### config.mk
export PLATFORM = sky130hd
export DESIGN_NAME = csf_status_flags
export DESIGN_NICKNAME = d
export VERILOG_FILES = /design/src/core/csf_pkg.sv /design/src/core/csf_flag_if.sv /design/src/core/csf_cond_eval.sv /design/src/core/csf_status_flags.sv
export VERILOG_INCLUDE_DIRS = /design/src /design/src/core
export SDC_FILE = /design/constraint.sdc
export NUM_CORES = 1
export LEC_CHECK = 0
export ABC_CLOCK_PERIOD_IN_PS = 3450
export CORE_AREA = 4 4 63 88
export CTS_CLUSTER_SIZE = 25
export DETAILED_ROUTE_END_ITERATION = 10
export DIE_AREA = 0 0 67 92
export DONT_BUFFER_PORTS = 1
export GPL_TIMING_DRIVEN = 0
export PLACE_DENSITY = 0.75
export SYNTH_ARGS = -nofsm -noshare
export SYNTH_HDL_FRONTEND = slang
export SYNTH_SLANG_ARGS = --single-unit
### constraint.sdc
create_clock -name clk_sys -period 3.45 [get_ports clk_sys]
set_input_delay 0.1725 -clock clk_sys [delete_from_list [all_inputs] [get_ports clk_sys]]
set_output_delay 0.1725 -clock clk_sys [all_outputs]
set_load 0.1 [all_outputs]
### src/core/csf_params.svh
/*
  constants for the cpu status flag block: bit positions, register offset, codes.
  assumes inclusion by bare name from core/ files.
*/
`ifndef CSF_PARAMS_SVH
`define CSF_PARAMS_SVH
`define CSF_FLAGS_OFFSET 8'hd5
`define CSF_FLAGS_RESET 8'h00
`define CSF_BIT_C 7
`define CSF_BIT_Z 6
`define CSF_BIT_S 5
`define CSF_BIT_V 4
`define CSF_BIT_D 3
`define CSF_BIT_H 2
`define CSF_BIT_FAST_IRQ 1
`define CSF_BIT_BA 0
`define CSF_CC_NEVER 4'h0
`define CSF_CC_SIGNED_BELOW 4'h1
`define CSF_CC_SIGNED_AT_MOST 4'h2
`define CSF_CC_UNSIGNED_AT_MOST 4'h3
`define CSF_CC_OV 4'h4
`define CSF_CC_NEGATIVE 4'h5
`define CSF_CC_Z 4'h6
`define CSF_CC_C 4'h7
`define CSF_CC_ALWAYS 4'h8
`define CSF_CC_SIGNED_AT_LEAST 4'h9
`define CSF_CC_SIGNED_ABOVE 4'ha
`define CSF_CC_UNSIGNED_ABOVE 4'hb
`define CSF_CC_NO_OVERFLOW 4'hc
`define CSF_CC_POSITIVE 4'hd
`define CSF_CC_NONZERO 4'he
`define CSF_CC_NC 4'hf
`endif

### src/core/csf_pkg.sv
/*
  types for the cpu status flag block.
  assumes csf_params.svh is available.
*/
package csf_pkg;
  typedef enum logic [3:0] {
    CSF_OP_NONE = 4'h0,
    CSF_OP_ADD = 4'h1,
    CSF_OP_SUB = 4'h2,
    CSF_OP_LOGIC = 4'h3,
    CSF_OP_SHIFT = 4'h4,
    CSF_OP_BITTEST = 4'h5,
    CSF_OP_SET_C = 4'h6,
    CSF_OP_CLR_C = 4'h7,
    CSF_OP_INV_C = 4'h8,
    CSF_OP_BANK0 = 4'h9,
    CSF_OP_BANK1 = 4'ha,
    CSF_OP_FAST_IRQ = 4'hb,
    CSF_OP_INT_RETURN = 4'hc,
    CSF_OP_DEC_ADJ = 4'hd
  } csf_op_e;
  typedef enum logic [1:0] {
    CSF_ST_RUN = 2'b00,
    CSF_ST_FAST = 2'b01
  } csf_state_e;
endpackage : csf_pkg

### src/core/csf_flag_if.sv
/*
  interface carrying the flag bits from the flag register to the condition unit.
  assumes a single clock domain.
*/
`timescale 1ns/100ps
`default_nettype none
interface csf_flag_if;
  logic carry;
  logic zero;
  logic sign;
  logic ovf;
  logic [3:0] cond;
  logic taken;
  modport src (output carry, output zero, output sign, output ovf, output cond, input taken);
  modport eval (input carry, input zero, input sign, input ovf, input cond, output taken);
endinterface : csf_flag_if
`default_nettype wire

### src/core/csf_cond_eval.sv
/*
  condition code evaluator for conditional jumps.
  assumes flags arrive from the status register over csf_flag_if.
*/
`timescale 1ns/100ps
`default_nettype none
`include "csf_params.svh"
module csf_cond_eval
  import csf_pkg::*;
(
  csf_flag_if.eval fl
);
  // ==========
  // decode
  function automatic logic cond_true(input logic [3:0] code, input logic c, input logic z,
                                     input logic s, input logic v);
    case (code)
      `CSF_CC_NEVER: cond_true = 1'b0;
      `CSF_CC_ALWAYS: cond_true = 1'b1;
      `CSF_CC_C: cond_true = c;
      `CSF_CC_NC: cond_true = ~c;
      `CSF_CC_Z: cond_true = z;
      `CSF_CC_NONZERO: cond_true = ~z;
      `CSF_CC_POSITIVE: cond_true = ~s;
      `CSF_CC_NEGATIVE: cond_true = s;
      `CSF_CC_OV: cond_true = v;
      `CSF_CC_NO_OVERFLOW: cond_true = ~v;
      `CSF_CC_SIGNED_AT_LEAST: cond_true = ~(s ^ v);
      `CSF_CC_SIGNED_BELOW: cond_true = s ^ v;
      `CSF_CC_SIGNED_ABOVE: cond_true = ~(z | (s ^ v));
      `CSF_CC_SIGNED_AT_MOST: cond_true = z | (s ^ v);
      `CSF_CC_UNSIGNED_ABOVE: cond_true = ~c & ~z;
      `CSF_CC_UNSIGNED_AT_MOST: cond_true = c | z;
      default: cond_true = 1'b0;
    endcase
  endfunction : cond_true

  // only cond and c, z, s, v feed the decision
  assign fl.taken = cond_true(fl.cond, fl.carry, fl.zero, fl.sign, fl.ovf);
endmodule : csf_cond_eval
`default_nettype wire

### src/core/csf_status_flags.sv
/*
  status flag register with flag update, decimal adjust and jump condition check.
  assumes the sequencer issues one op per cycle and supplies operands and results.
*/
`timescale 1ns/100ps
`default_nettype none
`include "csf_params.svh"
module csf_status_flags
  import csf_pkg::*;
(
  input wire logic clk_sys,
  input wire logic rst,
  input wire logic [3:0] op,
  input wire logic [7:0] opa,
  input wire logic [7:0] opb,
  input wire logic carry_in_use,
  input wire logic [7:0] result,
  input wire logic shift_out,
  input wire logic [3:0] jump_condition_field,
  output logic jump_taken,
  output logic [7:0] adj_result,
  output logic irq_block,
  output logic fast_return,
  output logic bank_sel,
  input wire logic [7:0] reg_addr,
  input wire logic [7:0] reg_wdata,
  input wire logic reg_wr,
  input wire logic reg_rd,
  output logic [7:0] reg_rdata
);
  // ==========
  // state
  logic [7:0] cpu_status_flags;
  logic [7:0] next_flags;
  logic [8:0] sum9;
  logic [4:0] low5;
  logic cin;
  logic [7:0] adj_corr;
  logic adj_carry;
  csf_state_e irq_state;
  csf_op_e opk;
  csf_flag_if flg();

  assign opk = csf_op_e'(op);
  assign cin = carry_in_use & cpu_status_flags[`CSF_BIT_C];

  // ==========
  // arithmetic helpers
  always_comb begin
    if (opk == CSF_OP_SUB) begin
      sum9 = {1'b0, opa} - {1'b0, opb} - {8'h00, cin};
      low5 = {1'b0, opa[3:0]} - {1'b0, opb[3:0]} - {4'h0, cin};
    end else begin
      sum9 = {1'b0, opa} + {1'b0, opb} + {8'h00, cin};
      low5 = {1'b0, opa[3:0]} + {1'b0, opb[3:0]} + {4'h0, cin};
    end
  end

  // ==========
  // decimal adjust
  always_comb begin
    adj_corr = 8'h00;
    adj_carry = cpu_status_flags[`CSF_BIT_C];
    if (!cpu_status_flags[`CSF_BIT_D]) begin
      if (cpu_status_flags[`CSF_BIT_H] || (opa[3:0] > 4'h9)) begin
        adj_corr[3:0] = 4'h6;
      end
      if (cpu_status_flags[`CSF_BIT_C] || (opa > 8'h99)) begin
        adj_corr[7:4] = 4'h6;
        adj_carry = 1'b1;
      end
      adj_result = opa + adj_corr;
    end else begin
      if (cpu_status_flags[`CSF_BIT_H]) begin
        adj_corr[3:0] = 4'h6;
      end
      if (cpu_status_flags[`CSF_BIT_C]) begin
        adj_corr[7:4] = 4'h6;
      end
      adj_result = opa - adj_corr;
    end
  end

  // ==========
  // next flag value
  always_comb begin
    next_flags = cpu_status_flags;
    case (opk)
      CSF_OP_ADD, CSF_OP_SUB: begin
        next_flags[`CSF_BIT_C] = sum9[8];
        next_flags[`CSF_BIT_Z] = (sum9[7:0] == 8'h00);
        next_flags[`CSF_BIT_S] = sum9[7];
        if (opk == CSF_OP_ADD) begin
          next_flags[`CSF_BIT_V] = (opa[7] == opb[7]) && (sum9[7] != opa[7]);
        end else begin
          next_flags[`CSF_BIT_V] = (opa[7] != opb[7]) && (sum9[7] != opa[7]);
        end
        next_flags[`CSF_BIT_D] = (opk == CSF_OP_SUB);
        next_flags[`CSF_BIT_H] = low5[4];
      end
      CSF_OP_LOGIC: begin
        next_flags[`CSF_BIT_Z] = (result == 8'h00);
        next_flags[`CSF_BIT_S] = result[7];
        next_flags[`CSF_BIT_V] = 1'b0;
      end
      CSF_OP_SHIFT: begin
        next_flags[`CSF_BIT_C] = shift_out;
        next_flags[`CSF_BIT_Z] = (result == 8'h00);
        next_flags[`CSF_BIT_S] = result[7];
        next_flags[`CSF_BIT_V] = result[7] ^ opa[7];
      end
      CSF_OP_BITTEST: begin
        next_flags[`CSF_BIT_Z] = (result == 8'h00);
      end
      CSF_OP_DEC_ADJ: begin
        next_flags[`CSF_BIT_C] = adj_carry;
        next_flags[`CSF_BIT_Z] = (adj_result == 8'h00);
        next_flags[`CSF_BIT_S] = adj_result[7];
      end
      CSF_OP_SET_C: next_flags[`CSF_BIT_C] = 1'b1;
      CSF_OP_CLR_C: next_flags[`CSF_BIT_C] = 1'b0;
      CSF_OP_INV_C: next_flags[`CSF_BIT_C] = ~cpu_status_flags[`CSF_BIT_C];
      CSF_OP_BANK0: next_flags[`CSF_BIT_BA] = 1'b0;
      CSF_OP_BANK1: next_flags[`CSF_BIT_BA] = 1'b1;
      CSF_OP_FAST_IRQ: next_flags[`CSF_BIT_FAST_IRQ] = 1'b1;
      CSF_OP_INT_RETURN: next_flags[`CSF_BIT_FAST_IRQ] = 1'b0;
      default: next_flags = cpu_status_flags;
    endcase
  end

  // ==========
  // status register; flag update wins over a same-cycle direct write
  always_ff @(posedge clk_sys or posedge rst) begin
    if (rst) begin
      cpu_status_flags <= `CSF_FLAGS_RESET;
    end else if (opk != CSF_OP_NONE) begin
      cpu_status_flags <= next_flags;
    end else if (reg_wr && (reg_addr == `CSF_FLAGS_OFFSET)) begin
      cpu_status_flags <= reg_wdata;
    end
  end

  // ==========
  // fast interrupt tracking
  always_ff @(posedge clk_sys or posedge rst) begin
    if (rst) begin
      irq_state <= CSF_ST_RUN;
    end else begin
      case (irq_state)
        CSF_ST_RUN: if (opk == CSF_OP_FAST_IRQ) irq_state <= CSF_ST_FAST;
        CSF_ST_FAST: if (opk == CSF_OP_INT_RETURN) irq_state <= CSF_ST_RUN;
        default: irq_state <= CSF_ST_RUN;
      endcase
    end
  end

  assign irq_block = cpu_status_flags[`CSF_BIT_FAST_IRQ];
  assign fast_return = (opk == CSF_OP_INT_RETURN) && cpu_status_flags[`CSF_BIT_FAST_IRQ];
  assign bank_sel = cpu_status_flags[`CSF_BIT_BA];

  // ==========
  // register read
  always_ff @(posedge clk_sys or posedge rst) begin
    if (rst) begin
      reg_rdata <= 8'h00;
    end else if (reg_rd && (reg_addr == `CSF_FLAGS_OFFSET)) begin
      reg_rdata <= cpu_status_flags;
    end else begin
      reg_rdata <= 8'h00;
    end
  end

  // ==========
  // jump condition
  assign flg.carry = cpu_status_flags[`CSF_BIT_C];
  assign flg.zero = cpu_status_flags[`CSF_BIT_Z];
  assign flg.sign = cpu_status_flags[`CSF_BIT_S];
  assign flg.ovf = cpu_status_flags[`CSF_BIT_V];
  assign flg.cond = jump_condition_field;
  assign jump_taken = flg.taken;

  csf_cond_eval u_cond (
    .fl(flg)
  );

  // ==========
  // checks
  property p_carry_set;
    @(posedge clk_sys) disable iff (rst)
    opk == CSF_OP_SET_C |=> cpu_status_flags[`CSF_BIT_C] && cpu_status_flags[6:0] == $past(cpu_status_flags[6:0]);
  endproperty
  a_carry_set: assert property (p_carry_set) else $error("set carry wrong");

  property p_logic_v;
    @(posedge clk_sys) disable iff (rst)
    opk == CSF_OP_LOGIC |=> !cpu_status_flags[`CSF_BIT_V] && cpu_status_flags[`CSF_BIT_Z] == ($past(result) == 8'h00);
  endproperty
  a_logic_v: assert property (p_logic_v) else $error("logic flags wrong");

  property p_shift_c;
    @(posedge clk_sys) disable iff (rst)
    opk == CSF_OP_SHIFT |=> cpu_status_flags[`CSF_BIT_C] == $past(shift_out) && cpu_status_flags[`CSF_BIT_S] == $past(result[7]);
  endproperty
  a_shift_c: assert property (p_shift_c) else $error("shift carry wrong");

  property p_add_c;
    @(posedge clk_sys) disable iff (rst)
    (opk == CSF_OP_ADD && !carry_in_use) |=> cpu_status_flags[`CSF_BIT_C] == (({1'b0, $past(opa)} + {1'b0, $past(opb)}) > 9'h0ff);
  endproperty
  a_add_c: assert property (p_add_c) else $error("add carry wrong");

  property p_sub_d;
    @(posedge clk_sys) disable iff (rst)
    opk == CSF_OP_SUB |=> cpu_status_flags[`CSF_BIT_D];
  endproperty
  a_sub_d: assert property (p_sub_d) else $error("decimal bit wrong");

  property p_bank;
    @(posedge clk_sys) disable iff (rst)
    opk == CSF_OP_BANK1 ##1 opk == CSF_OP_NONE && !reg_wr |=> bank_sel;
  endproperty
  a_bank: assert property (p_bank) else $error("bank bit wrong");

  property p_fast_irq;
    @(posedge clk_sys) disable iff (rst)
    opk == CSF_OP_FAST_IRQ |=> irq_block && irq_state == CSF_ST_FAST;
  endproperty
  a_fast_irq: assert property (p_fast_irq) else $error("fast irq bit wrong");

  property p_never;
    @(posedge clk_sys) disable iff (rst)
    jump_condition_field == `CSF_CC_NEVER |-> !jump_taken;
  endproperty
  a_never: assert property (p_never) else $error("never code taken");

  property p_signed_at_least;
    @(posedge clk_sys) disable iff (rst)
    jump_condition_field == `CSF_CC_SIGNED_AT_LEAST |-> jump_taken == !(flg.sign ^ flg.ovf);
  endproperty
  a_signed_at_least: assert property (p_signed_at_least) else $error("signed at least code wrong");

  property p_unsigned_above;
    @(posedge clk_sys) disable iff (rst)
    jump_condition_field == `CSF_CC_UNSIGNED_ABOVE |-> jump_taken == (!flg.carry && !flg.zero);
  endproperty
  a_unsigned_above: assert property (p_unsigned_above) else $error("unsigned above code wrong");

  property p_signed_below;
    @(posedge clk_sys) disable iff (rst)
    jump_condition_field == `CSF_CC_SIGNED_BELOW |-> jump_taken == (flg.sign ^ flg.ovf);
  endproperty
  a_signed_below: assert property (p_signed_below) else $error("signed below code wrong");

  property p_unsigned_at_most;
    @(posedge clk_sys) disable iff (rst)
    jump_condition_field == `CSF_CC_UNSIGNED_AT_MOST |-> jump_taken == (flg.carry || flg.zero);
  endproperty
  a_unsigned_at_most: assert property (p_unsigned_at_most) else $error("unsigned at most code wrong");

  property p_always;
    @(posedge clk_sys) disable iff (rst)
    jump_condition_field == `CSF_CC_ALWAYS |-> jump_taken;
  endproperty
  a_always: assert property (p_always) else $error("always code not taken");

  property p_add_z;
    @(posedge clk_sys) disable iff (rst)
    (opk == CSF_OP_ADD && !carry_in_use) |=> cpu_status_flags[`CSF_BIT_Z] == (8'($past(opa) + $past(opb)) == 8'h00);
  endproperty
  a_add_z: assert property (p_add_z) else $error("add zero wrong");

  property p_bittest_z;
    @(posedge clk_sys) disable iff (rst)
    opk == CSF_OP_BITTEST |=> cpu_status_flags[`CSF_BIT_Z] == ($past(result) == 8'h00) && cpu_status_flags[7] == $past(cpu_status_flags[7]);
  endproperty
  a_bittest_z: assert property (p_bittest_z) else $error("bit test zero wrong");

  property p_logic_s;
    @(posedge clk_sys) disable iff (rst)
    opk == CSF_OP_LOGIC |=> cpu_status_flags[`CSF_BIT_S] == $past(result[7]);
  endproperty
  a_logic_s: assert property (p_logic_s) else $error("logic sign wrong");

  property p_add_h;
    @(posedge clk_sys) disable iff (rst)
    (opk == CSF_OP_ADD && !carry_in_use) |=> cpu_status_flags[`CSF_BIT_H] == (({1'b0, $past(opa[3:0])} + {1'b0, $past(opb[3:0])}) > 5'h0f);
  endproperty
  a_add_h: assert property (p_add_h) else $error("add half carry wrong");

  property p_add_d;
    @(posedge clk_sys) disable iff (rst)
    opk == CSF_OP_ADD |=> !cpu_status_flags[`CSF_BIT_D];
  endproperty
  a_add_d: assert property (p_add_d) else $error("decimal bit after add wrong");

  property p_adj_c;
    @(posedge clk_sys) disable iff (rst)
    (opk == CSF_OP_DEC_ADJ && !cpu_status_flags[`CSF_BIT_D] && opa > 8'h99) |=> cpu_status_flags[`CSF_BIT_C];
  endproperty
  a_adj_c: assert property (p_adj_c) else $error("decimal adjust carry wrong");

  property p_ret;
    @(posedge clk_sys) disable iff (rst)
    opk == CSF_OP_INT_RETURN |=> !irq_block;
  endproperty
  a_ret: assert property (p_ret) else $error("return left fast irq bit");

  property p_fast_ret;
    @(posedge clk_sys) disable iff (rst)
    (opk == CSF_OP_INT_RETURN && irq_block) |-> fast_return;
  endproperty
  a_fast_ret: assert property (p_fast_ret) else $error("fast return missing");

  property p_bank0;
    @(posedge clk_sys) disable iff (rst)
    opk == CSF_OP_BANK0 |=> !bank_sel;
  endproperty
  a_bank0: assert property (p_bank0) else $error("bank zero wrong");

  property p_inv_c;
    @(posedge clk_sys) disable iff (rst)
    opk == CSF_OP_INV_C |=> cpu_status_flags[`CSF_BIT_C] != $past(cpu_status_flags[`CSF_BIT_C]);
  endproperty
  a_inv_c: assert property (p_inv_c) else $error("invert carry wrong");
endmodule : csf_status_flags
`default_nettype wire

==> reports/metrics.cfg, run 1 <==
[outcome]
status=finished, final reports clean

[sta]
finalCritPeriodShare_pct=94.4
slew_headroom_pct=18.1
tightest_slew_ns=1.23
finalSetupTns_ns=0
skew_ns=0.00562
hold_slack_ns=0.0693
fin_crit_ns=3.26
slew_viol_final=0
max_freq_mhz=307
finalHoldViolations=0
setup_viol_count_final=0
rsz0062_at_grt=false
worst_slack_ns=0.193

[floorplan]
die_h_um=92
ios=74
fp.coreArea_um2=4770
chipWidth_um=67
initial_utilization_pct=53.0
die_area_um2=6160
rows=30

[synthesis]
ys_top_cells_by_area=dfrtp_1 16%, ha_1 15%, xnor2_1 5.9%
ys.flop_type=dfrtp_1
synthArstFlopShare_pct=100
synth.avg_cell_area_um2=7.68
ys_seq_elements=16
synth_common_cells=37 x inv_1, 30 x ha_1, 27 x a21oi_1
synth.most_common_cell=inv_1
syn_area_um2=2530
synth_edf_count=0
synthDistinctLibCells=57
synth_top_area_share_pct=15.8
postSynthCellCount=329
yosys_warnings=0
yosysTopAreaCell=dfrtp_1
synth_seq_area_share_pct=15.8
syn_nets=417

[global_routing]
grt-ovfl-total=0
antenna_found_initial=0
grt_pass1_vias=2381
grt_pass1_wl_um=10800
grt_use_total_pct=21.9
grt_max_degree=17

[clock_tree]
cts_buffers=3
clk_pin_slew_ns=0.06
htree_num_levels=1
cts_root_buf=clkbuf_8
cts_tree=yes
clockBufferDepth=2
clock_latency_ns=0.25
cts.sinks=16

[drt]
drc=0
wl_met2_um=3570
routed_via_density=6.06
top_layer=met4
vias=2422
dr.pass1.iters=4
wl_per_cell_um=16.8
drt-met1-wl_um=2570
antenna_violating_nets_post_route=0
routed_wirelength_um=6710
drt_iter0_drc=130
dr_wl_met3_um=333

[place]
dp.cells=397
place_area_um2=2700
pre_cts_ws_ns=0.00618
place.gp.congestion=0.922
port_buffers=0
post-dp-hpwl_um=5650

[power]
ir_drop_mv=0.464
powerDensity_nw_per_um2=494
p_leak_nw=1.24

[layout]
drive_gt1_share_pct=7.14
antenna_cells=0
fin_nets=426
synthToLayoutAreaGrowth_pct=8.77
instances_no_fill=400
design_area_um2=2750

[worst_setup_path]
path_class=reg -> out
crit_top_cell=o21a_1
startpoint_type=flip-flop
cp.buffers_inverters=1
arrival_ns=3.08
path_cells=clkbuf_1, or2_2, ha_1, o21a_1, o31a_1, o21a_1, o21a_1, nor2_2
max_stage_delay_ns=0.82
critical_path.max_fanout=8
crit_path_end_kind=primary output
cp.required_ns=3.28
crit_family=simple AND/OR/NAND/NOR gates
crit_slowest_cell=nor2_2

[hold_path]
hold_class=in -> reg

[run]
maxCapViolCount=0

## kinds of logic after synthesis
family | count (synthesis) | synth area share [%]
adder cells (fa/ha/maj) | 34 | 18.0
XOR/XNOR | 19 | 6.59
AND/OR/NAND/NOR | 107 | 23.7
flip-flops | 16 | 15.8
buffers and inverters | 50 | 7.73
multiplexers | 8 | 3.17
AO/OA/AOI/OAI | 95 | 24.9
## final cells by class
type | count | area (um2)
plain buffers | 11 | 48.8
clock buffers | 3 | 41.3
fillers | 459 | 2020
inverters | 38 | 143
multi-input cells | 263 | 1960
flip-flops and latches | 16 | 400
well taps | 64 | 80.1
repair buffers | 5 | 72.6
## final timing paths
kind / slack [ns] / cells after the start / end / start
max: 0.19 / 8 / adj_result[6] / cpu_status_flags[3]
min: 0.07 / 1 / reg_rdata[1] / reg_rd
max reg2reg: 0.24 / 13 / cpu_status_flags[7] / cpu_status_flags[7]
min reg2reg: 0.57 / 1 / reg_rdata[6] / cpu_status_flags[6]
max in group asynchronous: 2.64 / 2 / cpu_status_flags[2] / rst
min in group asynchronous: 0.43 / 2 / reg_rdata[1] / rst
## state kept, by name (all words and copies together), names as in the netlist
register and flops:
cpu_status_flags 8, reg_rdata 8
## power breakdown
part / internal [mW] / switching [mW]
Combinational: 0.285 / 0.666
Clock: 0.0775 / 0.0617
Sequential: 0.204 / 0.0611
## routing by layer
metal,track usage (%),vias up
met1,23.9,1128
met5,0,-
met4,6.94,0
li1,-,1203
met3,2.94,17
met2,41.7,74
## worst reg2reg max path, stage by stage, from the launching register on
cell	delay [ns]
dfrtp_1	0.52
nand2_1	0.14
inv_1	0.09
fa_1	0.45
inv_1	0.08
ha_1	0.16
nor2_1	0.06
fa_1	0.39
a21boi_1	0.24
o22ai_1	0.15
nand3b_1	0.19
and4_1	0.21
o31a_1	0.27
o21ai_0	0.17
## per-stage QoR
step           power, mW  utilization, %
4_1_cts             1.36            57.6
2_1_floorplan       1.04               -
3_5_place_dp        1.22            56.6
3_3_place_gp        1.13            54.8
5_1_grt             1.43            57.6
6_report            1.36            57.6
## cells in the final DEF, fill, tap and decap left out, types with 4 or more instances in the layout
cell type | Yosys | final
xnor2_1 | 17 | 14
ha_1 | 30 | 30
a211o_1 | 4 | 4
nor4_1 | 6 | 6
nor3_1 | 13 | 13
fa_1 | 4 | 4
o21ai_0 | 18 | 18
o21a_1 | 12 | 12
or4_1 | 4 | 4
clkbuf_1 | 8 | 7
nand2_1 | 14 | 14
inv_1 | 37 | 37
and3_1 | 11 | 11
mux2i_1 | 8 | 8
a211oi_1 | 6 | 6
a21oi_1 | 27 | 26
nor2_1 | 22 | 20
dfrtp_1 | 16 | 16
nand3_1 | 8 | 8
o22ai_1 | 4 | 4
nand2b_1 | 5 | 5
## what timing repair did
item,CTS,global route
gates resized for setup,0,1
hold buffers,1,0
endpoints found under the setup margin,1,1
buffers inserted,0,0
hold endpoints to repair,16,0
Note: power is estimated with default switching activity, not from simulation.
==> inputs of run 2 (changes only) <==
--- a/config.mk
+++ b/config.mk
@@ -13,7 +13,7 @@
 export DIE_AREA = 0 0 67 92
 export DONT_BUFFER_PORTS = 1
 export GPL_TIMING_DRIVEN = 0
-export PLACE_DENSITY = 0.75
+export PLACE_DENSITY = 0.68
 export SYNTH_ARGS = -nofsm -noshare
 export SYNTH_HDL_FRONTEND = slang
 export SYNTH_SLANG_ARGS = --single-unit
==> reports/metrics.cfg, run 2 (same netlist as run 1, synthesis figures left out) <==
[floorplan]
ios=74  ; unchanged
rows=30  ; unchanged
die_area_um2=6160  ; unchanged
fp.coreArea_um2=4770  ; unchanged
chipWidth_um=67  ; unchanged
initial_utilization_pct=53.0  ; unchanged
die_h_um=92  ; unchanged

[sta]
finalSetupTns_ns=0  ; unchanged
max_freq_mhz=306  ; -0.45%
worst_slack_ns=0.178  ; -0.0148 ns
slew_viol_final=0  ; unchanged
skew_ns=0.00181  ; -0.00381 ns
slew_headroom_pct=18.4  ; +0.31 points
finalCritPeriodShare_pct=94.8  ; +0.43 points
setup_viol_count_final=0  ; unchanged
finalHoldViolations=0  ; unchanged
fin_crit_ns=3.27  ; +0.0148 ns
rsz0062_at_grt=false
tightest_slew_ns=1.22  ; -0.0107 ns

[place]
pre_cts_ws_ns=-0.0616  ; -0.0678 ns
post-dp-hpwl_um=5630  ; -0.51%
place.gp.congestion=0.899  ; -2.5%
place_area_um2=2700  ; unchanged
port_buffers=0  ; unchanged
dp.cells=397  ; unchanged

[layout]
synthToLayoutAreaGrowth_pct=9.36
fin_nets=426  ; unchanged
drive_gt1_share_pct=7.72  ; +0.57 points
reg_top3=cpu_status_flags (8), reg_rdata (8)
antenna_cells=0  ; unchanged
instances_no_fill=401  ; +0.25%
final_cell_mix=37 x inv_1, 30 x ha_1, 26 x a21oi_1
final_common_cell=inv_1
design_area_um2=2760  ; +0.55%

[drt]
vias=2432  ; +0.41%
routed_via_density=6.06  ; +0.16%
drc=0  ; unchanged
routed_wirelength_um=6590  ; -1.8%
wl_per_cell_um=16.4  ; -2.0%
drt_iter0_drc=138  ; +6.2%
dr.pass1.iters=4  ; unchanged
antenna_violating_nets_post_route=0  ; unchanged

[power]
ir_drop_mv=0.568  ; +22%
p_leak_nw=1.24  ; +0.48%
powerDensity_nw_per_um2=499  ; +1.1%

[worst_setup_path]
critical_path.max_fanout=8  ; unchanged
path_class=reg -> out
arrival_ns=3.10  ; +0.02 ns
crit_path_end_kind=primary output
startpoint_type=flip-flop
cp.required_ns=3.28  ; about the same

[clock_tree]
clockBufferDepth=2  ; unchanged
cts_root_buf=clkbuf_8
cts.sinks=16  ; unchanged
clock_latency_ns=0.24  ; about the same
cts_buffers=3  ; unchanged
cts_setup_buffers=0  ; unchanged
htree_num_levels=1  ; unchanged
clk_pin_slew_ns=0.06  ; about the same
cts_tree=yes

[global_routing]
antenna_found_initial=0  ; unchanged
grt_util_met2_pct=41.7  ; unchanged
grt_pass1_wl_um=10600  ; -1.5%
grt_max_degree=17  ; unchanged
grt-busiest-layer=met2
grt_use_total_pct=21.7  ; -0.30 points
grt_util_met1_pct=22.8  ; -1.1 points
met3_usage_pct=2.70  ; -0.25 points
grt-ovfl-total=0  ; unchanged
grt_pass1_vias=2417  ; +1.5%

[outcome]
status=finished, final reports clean

[run]
maxCapViolCount=0  ; unchanged

[hold_path]
hold_class=in -> reg

==> run 2: cell count changes in the layout (fill, tap and decap cells not counted) <==
cell,delta
clkbuf_8,+1
dfrtp_1,-1
dfrtp_2,+1
==> run 2: stage by stage <==
step | power, mW | utilization [%] | hold slack [ns]
2_1_floorplan | 1.04 | - | 0.0862
3_3_place_gp | 1.13 | 54.8 | 0.137
3_5_place_dp | 1.22 | 56.6 | 0.148
4_1_cts | 1.38 | 57.9 | 0.0843
5_1_grt | 1.46 | 58.0 | 0.0799
6_report | 1.38 | 58.0 | 0.0840
==> run 2: worst paths after layout <==
check                      slack (ns)                start                   to  cells after the start
max                              0.18  cpu_status_flags[3]        adj_result[6]                      8
min                              0.08               reg_rd         reg_rdata[1]                      1
max reg2reg                      0.24  cpu_status_flags[7]  cpu_status_flags[7]                     12
min reg2reg                      0.57  cpu_status_flags[6]         reg_rdata[6]                      1
max in group asynchronous        2.62                  rst  cpu_status_flags[7]                      2
min in group asynchronous        0.43                  rst         reg_rdata[1]                      2
==> run 2: power by group <==
group / internal (mW) / switching (mW)
sequential: 0.205 / 0.0617
combinational: 0.285 / 0.669
clock: 0.101 / 0.0576
total: 0.592 / 0.788
==> run 2: cell type report <==
type,count,area [um2]
Tap cell,64,80.1
Buffer,11,48.8
Sequential cell,16,402
Timing Repair Buffer,5,72.6
Fill cell,466,2000
Inverter,38,143
Clock buffer,4,55.1
Multi-Input combinational cell,263,1960
==> run 2: metal layers <==
layer | vias up | wire, um
li1 | 1206 | -
met1 | 1136 | 2490
met2 | 72 | 3530
met3 | 18 | 343
met4 | 0 | 224
met5 | - | 0
==> run 2: critical path, cell delays in order, from the launching register on <==
cell and delay [ns]:
dfrtp_1 0.35, clkbuf_1 0.21, or2_2 0.37, ha_1 0.37
o21a_1 0.21, o31a_1 0.13, o21a_1 0.19, o21a_1 0.19
nor2_2 0.82
==> run 2: repair_timing <==
item | in CTS | in global routing
setup endpoints to repair | 1 | 2
hold endpoints to repair | 16 | 0
gates resized for setup | 0 | 2
hold buffers | 1 | 0
==> inputs of run 3 (changes only) <==
--- a/config.mk
+++ b/config.mk
@@ -6,14 +6,15 @@
 export SDC_FILE = /design/constraint.sdc
 export NUM_CORES = 1
 export LEC_CHECK = 0
-export ABC_CLOCK_PERIOD_IN_PS = 3450
-export CORE_AREA = 4 4 63 88
+export ABC_CLOCK_PERIOD_IN_PS = 2900
+export CORE_AREA = 4 4 65 91
 export CTS_CLUSTER_SIZE = 25
 export DETAILED_ROUTE_END_ITERATION = 10
-export DIE_AREA = 0 0 67 92
+export DIE_AREA = 0 0 69 95
 export DONT_BUFFER_PORTS = 1
 export GPL_TIMING_DRIVEN = 0
-export PLACE_DENSITY = 0.68
+export PLACE_DENSITY = 0.72
 export SYNTH_ARGS = -nofsm -noshare
 export SYNTH_HDL_FRONTEND = slang
+export SYNTH_HIERARCHICAL = 1
 export SYNTH_SLANG_ARGS = --single-unit
==> constraint.sdc (replaced) <==
create_clock -name clk_sys -period 2.9 [get_ports clk_sys]
set_input_delay 0.145 -clock clk_sys [delete_from_list [all_inputs] [get_ports clk_sys]]
set_output_delay 0.145 -clock clk_sys [all_outputs]
set_load 0.1 [all_outputs]
==> reports/metrics.cfg, run 3 <==
[outcome]
status=finished with violations
failed_checks=negative setup slack

[layout]
antenna_cells=0  ; unchanged
final_cell_mix=32 x inv_1, 28 x nor2_1, 24 x ha_1
multi_input_area_um2=2380  ; +21%
reg_top3=cpu_status_flags (8), reg_rdata (8)
final_core_util_pct=63.9  ; +5.9 points
fin_nets=470  ; +10%
final_common_cell=inv_1
regArea_um2=403  ; +0.31%
drive_gt1_share_pct=19.7  ; +12 points
synthToLayoutAreaGrowth_pct=18.3
n_fill_cell=459  ; -1.5%

[global_routing]
antenna_found_initial=0  ; unchanged
grt_pass1_wl_um=13200  ; +24%
grt-ovfl-total=0  ; unchanged
grt_pass1_vias=2719  ; +12%
grt_max_degree=17  ; unchanged
grt_use_total_pct=24.7  ; +3.0 points

[synthesis]
synth_seq_area_share_pct=14.5  ; -1.4 points
syn_area_um2=2770  ; +9.5%
synthArstFlopShare_pct=100  ; unchanged
yosysTopAreaCell=dfrtp_1
syn_nets=451  ; +8.2%
ys_top_cells_by_area=dfrtp_1 14%, ha_1 14%, inv_1 4.9%
synth.most_common_cell=inv_1
synth_common_cells=36 x inv_1, 31 x nor2_1, 30 x ha_1
ys_seq_elements=16  ; unchanged
synth_edf_count=0  ; unchanged
synthDistinctLibCells=69  ; +21%
postSynthCellCount=363  ; +10%
ys.flop_type=dfrtp_1
yosys_warnings=6  ; +6
synth_top_area_share_pct=14.5  ; -1.4 points
synth.avg_cell_area_um2=7.62  ; -0.79%

[power]
ir_drop_mv=0.987  ; +74%
combPwrFrac_pct=73.7  ; +4.5 points
powerDensity_nw_per_um2=614  ; +23%
swShare_pct=58.1  ; +0.99 points
seq_power_share_pct=16.2  ; -3.1 points
p_clk_share_pct=10.1  ; -1.4 points
p_sw_mw=1.17  ; +48%
p_int_mw=0.842  ; +42%
p_leak_nw=1.38  ; +11%

[clock_tree]
clk_pin_slew_ns=0.06  ; about the same
htree_num_levels=1  ; unchanged
clock_latency_ns=0.26  ; +0.02 ns
cts_buffers=3  ; unchanged
clockBufferDepth=2  ; unchanged
cts.sinks=16  ; unchanged
cts_tree=yes
cts_root_buf=clkbuf_8

[drt]
routed_wirelength_um=8040  ; +22%
drc=0  ; unchanged
vias=2801  ; +15%
wl_per_cell_um=18.0  ; +9.4%
antenna_violating_nets_post_route=0  ; unchanged
routed_via_density=6.27  ; +3.3%
dr.pass1.iters=5  ; +1
drt_iter0_drc=257  ; +86%

[floorplan]
die_h_um=95  ; +3.3%
fp.coreArea_um2=5120  ; +7.4%
die_area_um2=6560  ; +6.3%
rows=31  ; +3.3%
initial_utilization_pct=54.0  ; +1.0 points
ios=74  ; unchanged
chipWidth_um=69  ; +3.0%

[sta]
finalCritPeriodShare_pct=102
tightest_slew_ns=1.31  ; +0.0966 ns
rsz0062_at_grt=true
setup_viol_count_final=2  ; +2
fin_crit_ns=2.94
hold_slack_ns=0.0476  ; -0.0364 ns
slew_viol_final=0  ; unchanged
skew_ns=0.00186  ; +0.0000572 ns
slew_headroom_pct=11.9  ; -6.5 points
worst_slack_ns=-0.0440  ; -0.222 ns
finalHoldViolations=0  ; unchanged
max_freq_mhz=340

[place]
port_buffers=0  ; unchanged
place.gp.congestion=0.963  ; +7.1%
post-dp-hpwl_um=6170  ; +9.7%

[worst_setup_path]
arrival_ns=3.09  ; about the same
cp.required_ns=3.04  ; -0.24 ns
crit_path_end_kind=flip-flop
path_class=reg -> reg
startpoint_type=flip-flop
critical_path.max_fanout=3  ; -5

[hold_path]
hold_class=in -> reg

[run]
maxCapViolCount=0  ; unchanged

-- run 3: repair_timing --
action | 4_1_cts | 5_1_grt
setup endpoints to repair | 8 | 6
resized for setup | 37 | 8
hold endpoints to repair | 16 | 0
setup buffers | 11 | 3
pin swaps | 15 | 17
hold buffers | 1 | 0
-- run 3: power groups by stage --
stage	Combinational, mW	Sequential (mW)	Clock [mW]
3_3_place_gp	1.18	0.335	0
2_1_floorplan	1.07	0.317	0
4_1_cts	1.43	0.325	0.203
6_report	1.48	0.326	0.203
3_5_place_dp	1.19	0.337	0
5_1_grt	1.58	0.329	0.219
-- run 3: worst max-delay path, cell delays in order (launching register included) --
cell and delay, ns:
dfrtp_2 0.45, nand2_2 0.09, inv_2 0.04, fa_2 0.56, inv_2 0.05, ha_4 0.16, nor2_4 0.08, fa_2 0.21
nand2_2 0.07, a31o_4 0.23, a221oi_4 0.22, mux2i_1 0.28, a31oi_1 0.12, mux2_4 0.28
-- run 3: layer usage --
metal | part of all wire [%] | global-route usage (%) | routed length (um)
met1 | 39 | 27.4 | 3100
met5 | 0 | 0 | 0
met3 | 6.0 | 4.47 | 486
met4 | 2.5 | 9.61 | 204
met2 | 53 | 46.3 | 4250
-- run 3: path summary, 6_finish.rpt --
path | from | end | slack [ns] | cells past startpoint
max | cpu_status_flags[7] | cpu_status_flags[7] | -0.04 | 13
min | reg_wdata[2] | cpu_status_flags[2] | 0.05 | 2
max reg2reg | cpu_status_flags[7] | cpu_status_flags[7] | -0.04 | 13
min reg2reg | cpu_status_flags[6] | reg_rdata[6] | 0.57 | 1
max in group asynchronous | rst | cpu_status_flags[7] | 2.08 | 2
min in group asynchronous | rst | cpu_status_flags[1] | 0.40 | 2
-- run 3: area by class of cell --
class,count,share of cell area (%)
Clock buffer,4,1.68
Tap cell,66,2.52
Timing Repair Buffer,15,3.52
Inverter,38,4.59
Buffer,14,2.52
Sequential cell,16,12.3
Multi-Input combinational cell,294,72.8
-- run 3: cell families after synthesis --
family | Yosys count | share of synthesized area [%]
buffers and inverters | 53 | 8.28
XOR/XNOR | 19 | 6.02
adder cells (fa/ha/maj) | 34 | 16.5
flip-flops | 16 | 14.5
AO/OA/AOI/OAI | 108 | 26.9
AND/OR/NAND/NOR | 124 | 24.5
multiplexers | 9 | 3.35
-- run 3: per-stage QoR --
| stage | cells | area (um2) | power [mW] | setup TNS, ns | setup slack, ns |
|---|---|---|---|---|---|
| floorplan | 363 | 2800 | 1.39 | -0.233 | -0.233 |
| global placement | 429 | 2880 | 1.51 | -1.10 | -0.499 |
| detailed placement | 429 | 2880 | 1.53 | -1.35 | -0.502 |
| CTS | 444 | 3210 | 1.95 | -0.213 | -0.136 |
| global route | 447 | 3270 | 2.13 | -0.445 | -0.201 |
| finish | 447 | 3270 | 2.01 | -0.0572 | -0.0440 |
